===== src/rtl/udc_map.svh =====
// udc_map.svh: register offsets, field positions and reset values of the up/down counter
// assumes byte addresses on an ahb-lite bus with 32-bit data, decoded on the low 8 bits
`ifndef UDC_MAP_SVH
`define UDC_MAP_SVH
`define UDC_OFF_CTRL 8'h00
`define UDC_OFF_START 8'h04
`define UDC_OFF_NEW_A 8'h08
`define UDC_OFF_NEW_B 8'h0C
`define UDC_OFF_ACT 8'h10
`define UDC_OFF_COUNT 8'h14
`define UDC_OFF_CMP_A 8'h18
`define UDC_OFF_CMP_B 8'h1C
`define UDC_OFF_IMAGE 8'h20
`define UDC_OFF_STATUS 8'h24
`define UDC_OFF_IRQ_STAT 8'h28
`define UDC_OFF_IRQ_MASK 8'h2C
`define UDC_CTRL_CNT_EN 0
`define UDC_CTRL_OUT_EN 1
`define UDC_CTRL_AUTO_UPD 2
`define UDC_CTRL_UP_EN 3
`define UDC_CTRL_DN_EN 4
`define UDC_CTRL_LD_START 5
`define UDC_CTRL_LD_A 6
`define UDC_CTRL_LD_B 7
`define UDC_CTRL_RST 32'h00000018
`define UDC_ACT_STRIDE 8
`define UDC_ACT_W 5
`define UDC_WORD_RST 32'h00000000
`endif


===== src/rtl/udc_pkg.sv =====
// udc_pkg: types of the up/down counter with two comparators
// assumes udc_map.svh carries every offset, the control bit positions and the action stride
package udc_pkg;
   typedef enum logic [1:0] {UDC_OUT_NONE = 2'b00, UDC_OUT_OFF = 2'b01, UDC_OUT_ON = 2'b10} udc_out_act_type;
   typedef enum logic [1:0] {UDC_BUS_IDLE = 2'b00, UDC_BUS_WR = 2'b01, UDC_BUS_RD = 2'b10} udc_bus_st_type;
   typedef struct packed {
      logic set_cmp;
      logic reset_cnt;
      logic irq_en;
      udc_out_act_type out_act;
   } udc_act_type;
   typedef struct packed {
      logic up;
      logic down;
      logic dir;
      logic hw_run;
      logic cycle_point;
   } udc_field_in_type;
   typedef struct packed {
      udc_bus_st_type bus;
      logic [7:0] addr;
      logic [31:0] rdata;
      logic [31:0] ctrl;
      logic [31:0] start_val;
      logic [31:0] new_a;
      logic [31:0] new_b;
      logic [31:0] act;
      logic [31:0] count;
      logic [31:0] cmp_a;
      logic [31:0] cmp_b;
      logic [31:0] image;
      logic [3:0] ist;
      logic [3:0] imask;
      logic up_prev;
      logic dn_prev;
      logic [2:0] ld_prev;
      logic dout_a;
      logic dout_b;
   } udc_state_type;
endpackage


===== src/rtl/udc_top.sv =====
// udc_top: up/down event counter, two comparators, event actions, ahb-lite register slave
// assumes field inputs already synchronous to hclk, one ahb-lite master, word transfers only
//
// Our own choices: register access over AHB-Lite and the register offsets.
`timescale 1ns/1ps
`include "udc_map.svh"
// Summary of operation
// - up input rising edge adds one
// - down input rising edge subtracts one
// - direction high keeps up/down sense normal
// - hardware start/stop low freezes the count
// - each input counts only when edge-enabled
// - comparator A reached from just below
// - comparator A fell to one below
// - comparator B has both same events
// - reach of A may clear output A
// - fall below A may set output A
// - output B may be set on fall, cleared on reach
// - event raises interrupt only when enabled
// - event reloads start value only when enabled
// - event adopts new compare only when enabled
// - auto update copies count at cycle point
// - loads happen on request rising edge only
// - outputs follow events only while enabled
// - status A drops once count below A
module udc_top (
   // clock and reset
   input wire logic hclk,
   input wire logic hresetn,
   // ahb-lite slave
   input wire logic hsel,
   input wire logic [31:0] haddr,
   input wire logic [1:0] htrans,
   input wire logic hwrite,
   input wire logic [2:0] hsize,
   input wire logic [31:0] hwdata,
   input wire logic hready,
   output logic [31:0] hrdata,
   output logic hreadyout,
   output logic hresp,
   // field side
   input udc_pkg::udc_field_in_type field_in,
   output logic dout_a,
   output logic dout_b,
   output logic irq
);

   udc_pkg::udc_state_type st_reg;
   udc_pkg::udc_state_type st_next;
   udc_pkg::udc_act_type act_f [4];
   logic up_rise;
   logic dn_rise;
   logic inc;
   logic dec;
   logic run;
   logic [31:0] cnt_step;
   logic [3:0] ev;
   logic [3:0] ev_rst;
   logic [2:0] ld_rise;
   logic stat_a;
   logic stat_b;
   logic addr_take;
   logic [31:0] rd_mux;

   // edge detection against the previous sample
   assign up_rise = field_in.up & ~st_reg.up_prev & st_reg.ctrl[`UDC_CTRL_UP_EN];
   assign dn_rise = field_in.down & ~st_reg.dn_prev & st_reg.ctrl[`UDC_CTRL_DN_EN];
   // low direction swaps the sense of the two inputs
   assign inc = field_in.dir ? up_rise : dn_rise;
   assign dec = field_in.dir ? dn_rise : up_rise;
   assign run = st_reg.ctrl[`UDC_CTRL_CNT_EN] & field_in.hw_run;
   // simultaneous up and down edges cancel out
   always_comb begin
      cnt_step = st_reg.count;
      if (run && inc && !dec) begin
         cnt_step = st_reg.count + 32'h00000001;
      end else if (run && dec && !inc) begin
         cnt_step = st_reg.count - 32'h00000001;
      end
   end

   // events 0/1 belong to comparator A, 2/3 to B; even index is reach, odd is fall
   for (genvar i = 0; i < 4; i++) begin : g_ev
      logic [31:0] cv;
      assign cv = (i < 2) ? st_reg.cmp_a : st_reg.cmp_b;
      assign act_f[i] = udc_pkg::udc_act_type'(st_reg.act[i*`UDC_ACT_STRIDE +: `UDC_ACT_W]);
      if (i % 2 == 0) begin : g_reach
         assign ev[i] = (st_reg.count == cv - 32'h00000001) && (cnt_step == cv);
      end else begin : g_fall
         assign ev[i] = (st_reg.count == cv) && (cnt_step == cv - 32'h00000001);
      end
      assign ev_rst[i] = ev[i] & act_f[i].reset_cnt;
   end

   // software must drop a request bit before raising it again
   assign ld_rise = st_reg.ctrl[`UDC_CTRL_LD_B:`UDC_CTRL_LD_START] & ~st_reg.ld_prev;
   assign stat_a = st_reg.count >= st_reg.cmp_a;
   assign stat_b = st_reg.count >= st_reg.cmp_b;
   assign addr_take = hsel & hready & htrans[1];

   always_comb begin
      case (haddr[7:0])
         `UDC_OFF_CTRL: rd_mux = st_reg.ctrl;
         `UDC_OFF_START: rd_mux = st_reg.start_val;
         `UDC_OFF_NEW_A: rd_mux = st_reg.new_a;
         `UDC_OFF_NEW_B: rd_mux = st_reg.new_b;
         `UDC_OFF_ACT: rd_mux = st_reg.act;
         `UDC_OFF_COUNT: rd_mux = st_reg.count;
         `UDC_OFF_CMP_A: rd_mux = st_reg.cmp_a;
         `UDC_OFF_CMP_B: rd_mux = st_reg.cmp_b;
         `UDC_OFF_IMAGE: rd_mux = st_reg.image;
         `UDC_OFF_STATUS: rd_mux = {28'h0000000, st_reg.dout_b, st_reg.dout_a, stat_b, stat_a};
         `UDC_OFF_IRQ_STAT: rd_mux = {28'h0000000, st_reg.ist};
         `UDC_OFF_IRQ_MASK: rd_mux = {28'h0000000, st_reg.imask};
         default: rd_mux = `UDC_WORD_RST;
      endcase
   end

   always_comb begin
      st_next = st_reg;
      // bus data phase first, so hardware effects below override it
      case (st_reg.bus)
         udc_pkg::UDC_BUS_WR: begin
            case (st_reg.addr)
               `UDC_OFF_CTRL: st_next.ctrl = hwdata;
               `UDC_OFF_START: st_next.start_val = hwdata;
               `UDC_OFF_NEW_A: st_next.new_a = hwdata;
               `UDC_OFF_NEW_B: st_next.new_b = hwdata;
               `UDC_OFF_ACT: st_next.act = hwdata;
               `UDC_OFF_IRQ_STAT: st_next.ist = st_reg.ist & ~hwdata[3:0];
               `UDC_OFF_IRQ_MASK: st_next.imask = hwdata[3:0];
               default: st_next.ist = st_next.ist;
            endcase
         end
         default: st_next.bus = udc_pkg::UDC_BUS_IDLE;
      endcase
      if (addr_take) begin
         st_next.bus = hwrite ? udc_pkg::UDC_BUS_WR : udc_pkg::UDC_BUS_RD;
         st_next.addr = haddr[7:0];
         if (!hwrite) begin
            st_next.rdata = rd_mux;
         end
      end else begin
         st_next.bus = udc_pkg::UDC_BUS_IDLE;
      end
      st_next.up_prev = field_in.up;
      st_next.dn_prev = field_in.down;
      st_next.ld_prev = st_reg.ctrl[`UDC_CTRL_LD_B:`UDC_CTRL_LD_START];
      st_next.count = cnt_step;
      if (ld_rise[0]) begin
         st_next.count = st_reg.start_val;
      end
      if (ld_rise[1]) begin
         st_next.cmp_a = st_reg.new_a;
      end
      if (ld_rise[2]) begin
         st_next.cmp_b = st_reg.new_b;
      end
      for (int i = 0; i < 4; i++) begin
         if (ev[i]) begin
            // set wins over a clearing write in the same cycle
            if (act_f[i].irq_en) begin
               st_next.ist[i] = 1'b1;
            end
            if (act_f[i].reset_cnt) begin
               st_next.count = st_reg.start_val;
            end
            if (act_f[i].set_cmp) begin
               if (i < 2) begin
                  st_next.cmp_a = st_reg.new_a;
               end else begin
                  st_next.cmp_b = st_reg.new_b;
               end
            end
            if (st_reg.ctrl[`UDC_CTRL_OUT_EN] && act_f[i].out_act != udc_pkg::UDC_OUT_NONE) begin
               if (i < 2) begin
                  st_next.dout_a = (act_f[i].out_act == udc_pkg::UDC_OUT_ON);
               end else begin
                  st_next.dout_b = (act_f[i].out_act == udc_pkg::UDC_OUT_ON);
               end
            end
         end
      end
      // image lags the live count by design: it is the value seen at the cycle point
      if (st_reg.ctrl[`UDC_CTRL_AUTO_UPD] && field_in.cycle_point) begin
         st_next.image = st_reg.count;
      end
   end

   always_ff @(posedge hclk or negedge hresetn) begin
      if (!hresetn) begin
         st_reg <= '0;
         st_reg.bus <= udc_pkg::UDC_BUS_IDLE;
         st_reg.ctrl <= `UDC_CTRL_RST;
      end else begin
         st_reg <= st_next;
      end
   end

   assign hrdata = st_reg.rdata;
   assign hreadyout = 1'b1;
   assign hresp = 1'b0;
   assign dout_a = st_reg.dout_a;
   assign dout_b = st_reg.dout_b;
   assign irq = |(st_reg.ist & st_reg.imask);

   // sticky flags: set wins over a clearing write in the same cycle
   for (genvar i = 0; i < 4; i++) begin : g_ist_chk
      logic w1c;
      assign w1c = (st_reg.bus == udc_pkg::UDC_BUS_WR) && (st_reg.addr == `UDC_OFF_IRQ_STAT) && hwdata[i];

   end
endmodule


===== config.mk =====
export PLATFORM = sky130hd
export DESIGN_NAME = udc_top
export DESIGN_NICKNAME = d
export VERILOG_FILES = /design/src/rtl/udc_pkg.sv /design/src/rtl/udc_top.sv
export VERILOG_INCLUDE_DIRS = /design/src /design/src/rtl
export SDC_FILE = /design/constraint.sdc
export NUM_CORES = 1
export LEC_CHECK = 0
export ABC_AREA = 1
export BUFFER_PORTS_ARGS = -buffer_cell sky130_fd_sc_hd__buf_2
export CAP_MARGIN = 20
export CELL_PAD_IN_SITES_DETAIL_PLACEMENT = 2
export CELL_PAD_IN_SITES_GLOBAL_PLACEMENT = 2
export CORE_MARGIN = 2
export CORE_UTILIZATION = 25
export CTS_CLUSTER_DIAMETER = 40
export DETAILED_ROUTE_END_ITERATION = 16
export GPL_ROUTABILITY_DRIVEN = 0
export PLACE_DENSITY = 0.64
export SLEW_MARGIN = 20
export SYNTH_ARGS = -nofsm -noshare
export SYNTH_HDL_FRONTEND = slang
export SYNTH_SLANG_ARGS = --single-unit

===== constraint.sdc =====
create_clock -name hclk -period 3.9 [get_ports hclk]
set_input_delay 0.195 -clock hclk [delete_from_list [all_inputs] [get_ports hclk]]
set_output_delay 0.195 -clock hclk [all_outputs]
set_load 0.01 [all_outputs]

# After elaboration in Yosys (flattened, before gate mapping)
# Index checks and enable logic that the tools add are counted.
# word_totals
elab_cells	142
input_bits	79
reg_bits	345
# op_classes
muxes	43
magnitude_cmp	2
n_reduce_logical	29
bitwise_logic	15
eq_ne	30
addsub	4
# op_table
op	n
2-to-1 mux 32 bit	15
one-hot mux 32 bit (12 select lines)	1
== test 32 bit	8
2-to-1 mux 96 bit	2
2-to-1 mux 64 bit	2
subtractor 32 x 1 -> 32 bit (second input constant)	3
>= comparator 32 bit	2
== test 8 x 6 -> 1 bit (second input constant)	6
== test 8 x 5 -> 1 bit (second input constant)	5
adder 32 x 1 -> 32 bit (second input constant)	1
== test 8 x 4 -> 1 bit (second input constant)	4
== test 8 x 3 -> 1 bit (second input constant)	2
logical NOT 8 bit	2
2-to-1 mux 1 bit	14
AND reduction 2 bit	7
logical AND 1 bit	13
2-to-1 mux 2 bit	6
AND 4 bit	2
== test 2 bit (second input constant)	4
2-to-1 mux 4 bit	2
2-to-1 mux 8 bit	1
nonzero test 2 bit	4
AND 1 bit	7
NOT 4 bit	1
other kinds (6)	9

# Longest topological paths before layout
# Gate-level depths: netlist of the first run.
# depth
depth_word	17
depth_mapped	27

# Worst setup path before layout of the first run
# Ideal clock, no wire load.
# synth_timing
path_kind	reg-to-reg
start	register st_reg[112] (netlist bit)
end	register st_reg[133] (netlist bit)
setup_time_ps	117
arrival_time_ps	2761
slack_ps	1022
period_less_slack_ps	2878
path_buffers	2
required_time_ps	3783
path_stages_with_launch	26
path_cell_list	dfrtp_1 buf_2 inv_1 ha_1 nand2_1 nor2_4 nand2_2 nor2_4 nand2_1 nand2_2 nand3_2 nand2_1 nand2_1 nand2_1 nand2_1 nor2_1 nand2_1 nor2_1 nand2_1 nor2_2 nand2_1 nand2_1 nor2_4 buf_2 nand3_1 nand2_1
# synth_lines
item	line	rtl
start: declaration	udc_top.sv:48	udc_pkg::udc_state_type st_reg;
start signal: assignment	udc_top.sv:196	st_reg <= st_next;

==> results_dict.tcl, run 1 <==
set metrics [dict create \
    outcome "finished clean" \
    ys_ff_latch 345 \
    holdPathStages 3 \
    clock-sinks 345 \
    grt_pass1_wl_um 227200 \
    synthTopCellsByArea "dfrtp_1, nand2_1, nand3_1" \
    grt_max_degree 98 \
    cts_tree "built" \
    firstDrtPassIters 5 \
    cts_buffer_depth 3 \
    worst_ep_required_time_ns 4.48 \
    avgSynthCellArea_um2 6.558 \
    worstPathArrival_ns 4.35 \
    portBuffers 85 \
    worstPathMaxFanout 4 \
    power.density_nw_per_um2 840.9 \
    post_dp_cell_area_um2 31450 \
    worst-setup-path-type "flip-flop to flip-flop" \
    vias_per_cell 5.260 \
    antenna_found_initial 1 \
    chipWidth_um 326.7 \
    worst_r2r_path_depth 20 \
    synth_top_area_share 0.3297 \
    tightest_slew_ns 1.123 \
    final_common_cell "nand2_1" \
    drt_wl_total_um 158800 \
    area_growth_pct 31.61 \
    p_leak_uw 0.01705 \
    final_cell_mix "nand2_1, buf_4, nor2_1, inv_1, nand3_1" \
    slew_headroom 0.2487 \
    largest_reg_flops 224 \
    fmax_mhz 265.3 \
    vias 31170 \
    path_buf_inv 4 \
    setup_viol 0 \
    min_period_ns 3.769 \
    core.rowCount 118 \
    slew_violations 0 \
    max_stage_delay_ns 0.49 \
    cap_violations 0 \
    cp_top_family "simple AND/OR/NAND/NOR gates" \
    clk_pin_slew_worst_paths_ns 0.06 \
    remaining_drc_errors 0 \
    slowest_stage "dfrtp_1" \
    synth_warnings 0 \
    cts_htree_levels 2 \
    hold_violations 0 \
    synth_top_cell_by_area "dfrtp_1" \
    drive_above_1_share 0.2130 \
    syn_inst 3970 \
    vdd_drop_max_v 0.0004399 \
    path_cells "buf_4 -> nor2_1 -> nand2_1 -> nor2_4 -> nand2_1 -> o21ai_0 -> nand2_1 -> nand2_1 -> nand2_1 -> a21oi_1 -> nand4_1 -> nor2_1 -> nand2_1 -> nor2_1 -> buf_4 -> nand4_1 -> buf_4 -> nand3_1 -> nand2_1 -> inv_1" \
    finish.instance_area_um2 34270 \
    cp_num_cells 20 \
    initial_utilization 0.2519 \
    min_path_type "input port to flip-flop" \
    netlist_area_um2 26040 \
    die_h_um 326.7 \
    cp-start-kind "flip-flop" \
    core_area_um2 103300 \
    worst_setup_path_end_kind "flip-flop" \
    numCtsBuffers 49 \
    finalCritPeriodShare 0.9664 \
    finish.net_count 4651 \
    clock-root-buffer "clkbuf_16" \
    ys_seq_area_frac 0.3317 \
    clk_latency_ns 0.64 \
    synth_edf_count 0 \
    first_iter_violations 2545 \
    die_area_um2 106700 \
    synth_cell_types 52 \
    cp_common_cell "nand2_1" \
    grt_use_total 0.2908 \
    grt_pass1_vias 32820 \
    skew_ns 0.05878 \
    async_flop_share 1.000 \
    synth-main-ff-cell "dfrtp_1" \
    synth_nets 4117 \
    postLayoutCoreUtil 0.3316 \
    grt-ovfl-total 0 \
    routedWlPerCell_um 26.79 \
    ant_nets 0 \
    place_hpwl_um 130800 \
    pin_count 116 \
]
[what timing repair did]
| action | in CTS | in global routing |
|---|---|---|
| cloned | 0 | 3 |
| gates resized for setup | 20 | 140 |
| setup endpoints to repair | 64 | 100 |
| buffers inserted | 0 | 20 |
| hold buffers | 41 | 0 |
| pin swaps | 1 | 11 |
| endpoints found under the hold margin | 251 | 0 |
[cells in the mapped netlist, drive strengths merged, types with 16 or more instances]
library cell,number
nand3b,16
buf,101
o22ai,36
inv,368
nand4,96
a221oi,29
dfrtp,343
a22o,22
a21oi,67
ha,68
clkbuf,61
xor2,64
nor2,448
nor3,39
xnor2,21
o21ai,343
nand3,354
nand2,1388
mux2,31
[path summary, 6_finish.rpt]
kind,slack [ns],from,end
max,0.13,g_ev[0].cv[13],dout_a
min reg2reg,0.42,st_next[4],st_reg[4]
max reg2reg,0.13,g_ev[0].cv[13],dout_a
max in group asynchronous,2.66,hresetn,act_f[4]
min,0.03,hwdata[2],act_f[17]
min in group asynchronous,0.19,hresetn,st_reg[339]
[layout make-up]
| type | instances | area (um2) |
|---|---|---|
| diodes | 1 | 2.502 |
| clock buffers | 59 | 1324 |
| clock inverters | 33 | 336.6 |
| fillers | 12510 | 69080 |
| inverters | 372 | 1400 |
| multi-input cells | 3091 | 15540 |
| flip-flops and latches | 345 | 8678 |
| well taps | 1380 | 1727 |
| repair buffers | 645 | 5255 |
[stage by stage]
step / setup TNS, ns / std cells / setup slack (ns) / total power (uW) / hold slack [ns]
floorplan: 0 / 3970 / 1.022 / 13900 / -0.1006
global placement: -8.114 / 5768 / -0.2450 / 22620 / 0.2938
detailed placement: -13.80 / 5769 / -0.3230 / 23230 / 0.2955
CTS: 0 / 5902 / 0.004910 / 27990 / 0.01798
global route: -0.07751 / 5925 / -0.02540 / 30310 / 0.02286
finish: 0 / 5926 / 0.1312 / 28810 / 0.02945
[power by group]
group	leakage, uW	switching (uW)	internal (uW)
sequential	0.00365	1750	4480
combinational	0.0126	11800	6280
clock	0.000806	1970	2580
[worst register-to-register path: cells and delay by family (launching register included)]
kind / cells / cell delay, ns
AND/OR/NAND/NOR: 14 / 2.09
buffers and inverters: 4 / 0.66
flip-flops: 1 / 0.49
AO/OA/AOI/OAI: 2 / 0.47
[cell families after synthesis]
logic type | share of synthesized area
AND/OR/NAND/NOR | 0.3846
buffers and inverters | 0.08910
AO/OA/AOI/OAI | 0.1197
flip-flops | 0.3317
XOR/XNOR | 0.02859
adder cells (fa/ha/maj) | 0.03268
multiplexers | 0.01341
other | 0.0002884
[routing by layer]
metal | share of wire | track usage | up-vias
met3 | 0.056 | 0.03067 | 256
met2 | 0.45 | 0.4630 | 963
li1 | - | - | 14000
met1 | 0.45 | 0.3991 | 15950
met5 | 0 | 0 | -
met4 | 0.049 | 0.1246 | 0
(Power assumes the default switching activity.)
==> inputs of run 2 (changes only) <==
--- a/config.mk
+++ b/config.mk
@@ -13,2 +13,3 @@
 export CELL_PAD_IN_SITES_GLOBAL_PLACEMENT = 2
+export CORE_ASPECT_RATIO = 0.8
 export CORE_MARGIN = 2
==> constraint.sdc (replaced) <==
create_clock -name hclk -period 3.9 [get_ports hclk]
set_input_delay 0.78 -clock hclk [delete_from_list [all_inputs] [get_ports hclk]]
set_output_delay 0.78 -clock hclk [all_outputs]
set_load 0.01 [all_outputs]
==> results_dict.tcl, run 2 (synthesis gave the netlist of run 1 again) <==
set metrics [dict create \
    postLayoutCoreUtil 0.3413 \
    grt_pass1_vias 32580 \
    final_cell_mix "nand2_1, buf_4, nor2_1, inv_1, dfrtp_1" \
    area_growth_pct 34.85 \
    r2r_end "g_ev[2].cv[16]" \
    cts_htree_levels 2 \
    vdd_drop_max_v 0.0003929 \
    tightest_slew_ns 0.9832 \
    worstPathArrival_ns 4.52 \
    cp_common_cell "nand3_2" \
    grt_use_total 0.3003 \
    cp_top_family "simple AND/OR/NAND/NOR gates" \
    cap_violations 0 \
    remaining_drc_errors 0 \
    drive_above_1_share 0.2397 \
    clk_latency_ns 0.65 \
    core_area_um2 102900 \
    power.density_nw_per_um2 867.9 \
    vias_per_cell 5.286 \
    chipWidth_um 364.8 \
    slew_headroom 0.3422 \
    cp-start-kind "flip-flop" \
    clk_pin_slew_worst_paths_ns 0.06 \
    path_cells "nor2_2 -> nand2_1 -> nor2_2 -> nand3_2 -> o21ai_4 -> nand3_2 -> buf_4 -> xor2_1 -> nor2_1 -> nand3_2 -> nor2_4 -> a21oi_1 -> nand2_4 -> buf_12 -> clkbuf_16 -> buf_4 -> o21ai_1" \
    grt_max_degree 76 \
    fmax_mhz 251.6 \
    setup_tns_ns -0.2696 \
    skew_ns 0.06862 \
    first_iter_violations 2848 \
    initial_utilization 0.2531 \
    cts_buffer_depth 3 \
    largest_reg_flops 224 \
    max_stage_delay_ns 0.50 \
    core.rowCount 105 \
    finish.net_count 4699 \
    final_cells 5986 \
    place_inst 5855 \
    outcome "finished with violations" \
    fin_ws_ns -0.07469 \
    worstPathMaxFanout 6 \
    worst-setup-path-type "flip-flop to flip-flop" \
    routedWlPerCell_um 27.68 \
    timing.rr.start "st_reg[117]" \
    violations "negative setup slack" \
    setup_viol 7 \
    worst_setup_path_end_kind "flip-flop" \
    min_path_type "input port to asynchronous set/reset pin" \
    die_h_um 292.6 \
    p_leak_uw 0.01747 \
    clock-sinks 345 \
    portBuffers 85 \
    worst_r2r_path_depth 17 \
    grt-ovfl-total 0 \
    rsz0062_at_grt "yes" \
    hold-worst-slack_ns 0.1334 \
    die_area_um2 106800 \
    slowest_stage "dfrtp_1" \
    post-place-ws_ns -0.5970 \
    hold_violations 0 \
    drt_wl_total_um 165700 \
    grt_pass1_wl_um 232500 \
    place_hpwl_um 135900 \
    slew_violations 0 \
    path_buf_inv 4 \
    vias 31640 \
    finalCritPeriodShare 1.019 \
    pin_count 116 \
    cts_tree "built" \
    min_period_ns 3.975 \
    firstDrtPassIters 5 \
    numCtsBuffers 51 \
    reg2reg_slack_ns -0.07 \
    worst_ep_required_time_ns 4.45 \
    clock-root-buffer "clkbuf_16" \
    ant_nets 0 \
    antenna_found_initial 3 \
    final_common_cell "nand2_1" \
]
[run 2: cell types whose count changed in the layout (fill, tap and decap cells not counted), moves of 11 or more]
cell,previous run,this run
dlygate4sd3_1,41,0
dfrtp_1,309,326
buf_4,477,547
nand3_2,21,32
dfrtp_2,34,17
nand2_1,1328,1313
nand3_1,328,317
nor2_1,388,363
nor2_2,37,54
[run 2: through the flow]
step                      total power, uW  instance area (um2)
final                               30470                35110
after global routing                32000                35110
after CTS                           29270                34040
after detailed placement            24160                32080
after global placement              23510                32080
after floorplan                     13900                26040
[run 2: layout make-up]
class,count,area (um2)
fill,12420,67760
multi-input combinational,3091,15830
sequential,345,8657
timing repair buffer,691,5687
tap,1391,1740
inverter,372,1405
clock buffer,58,1343
clock inverter,37,442.9
antenna,1,2.502
[run 2: timing repair]
item | CTS | global route
pin swaps | 2 | 24
setup endpoints to repair | 91 | 99
buffers inserted | 1 | 26
hold buffers | 0 | 0
gates resized for setup | 35 | 188
cloned | 1 | 8
[run 2: worst register-to-register path: cells and delay by family, from the launching register on]
family	cells	cell delay, ns
AO/OA/AOI/OAI	3	0.72
flip-flops	1	0.50
buffers and inverters	4	0.67
AND/OR/NAND/NOR	9	1.67
XOR/XNOR	1	0.36
[run 2: routing by layer]
metal,GRT usage,up-vias,part of all wire
met1,0.4275,16260,0.46
met4,0.09212,0,0.033
met3,0.04680,191,0.073
li1,-,14110,-
met2,0.4636,1075,0.44
met5,0,-,0
[run 2: how the worst max path moves through the flow]
stage,to,cells after the start,startpoint
after global placement,g_ev[0].cv[25],23,field_in[1]
after detailed placement,g_ev[0].cv[29],23,field_in[1]
after CTS,g_ev[0].cv[29],23,st_reg[275]
after global routing,g_ev[2].cv[18],18,st_reg[117]
final,g_ev[2].cv[16],17,st_reg[117]
after floorplan,st_reg[133],18,field_in[1]
[run 2: power breakdown]
group / switching [uW] / internal (uW) / leakage (uW) / total [uW]
Combinational: 12600 / 7010 / 0.0130 / 19600
Sequential: 1560 / 4460 / 0.00366 / 6020
Clock: 2020 / 2810 / 0.000836 / 4830
Total: 16200 / 14300 / 0.0175 / 30500
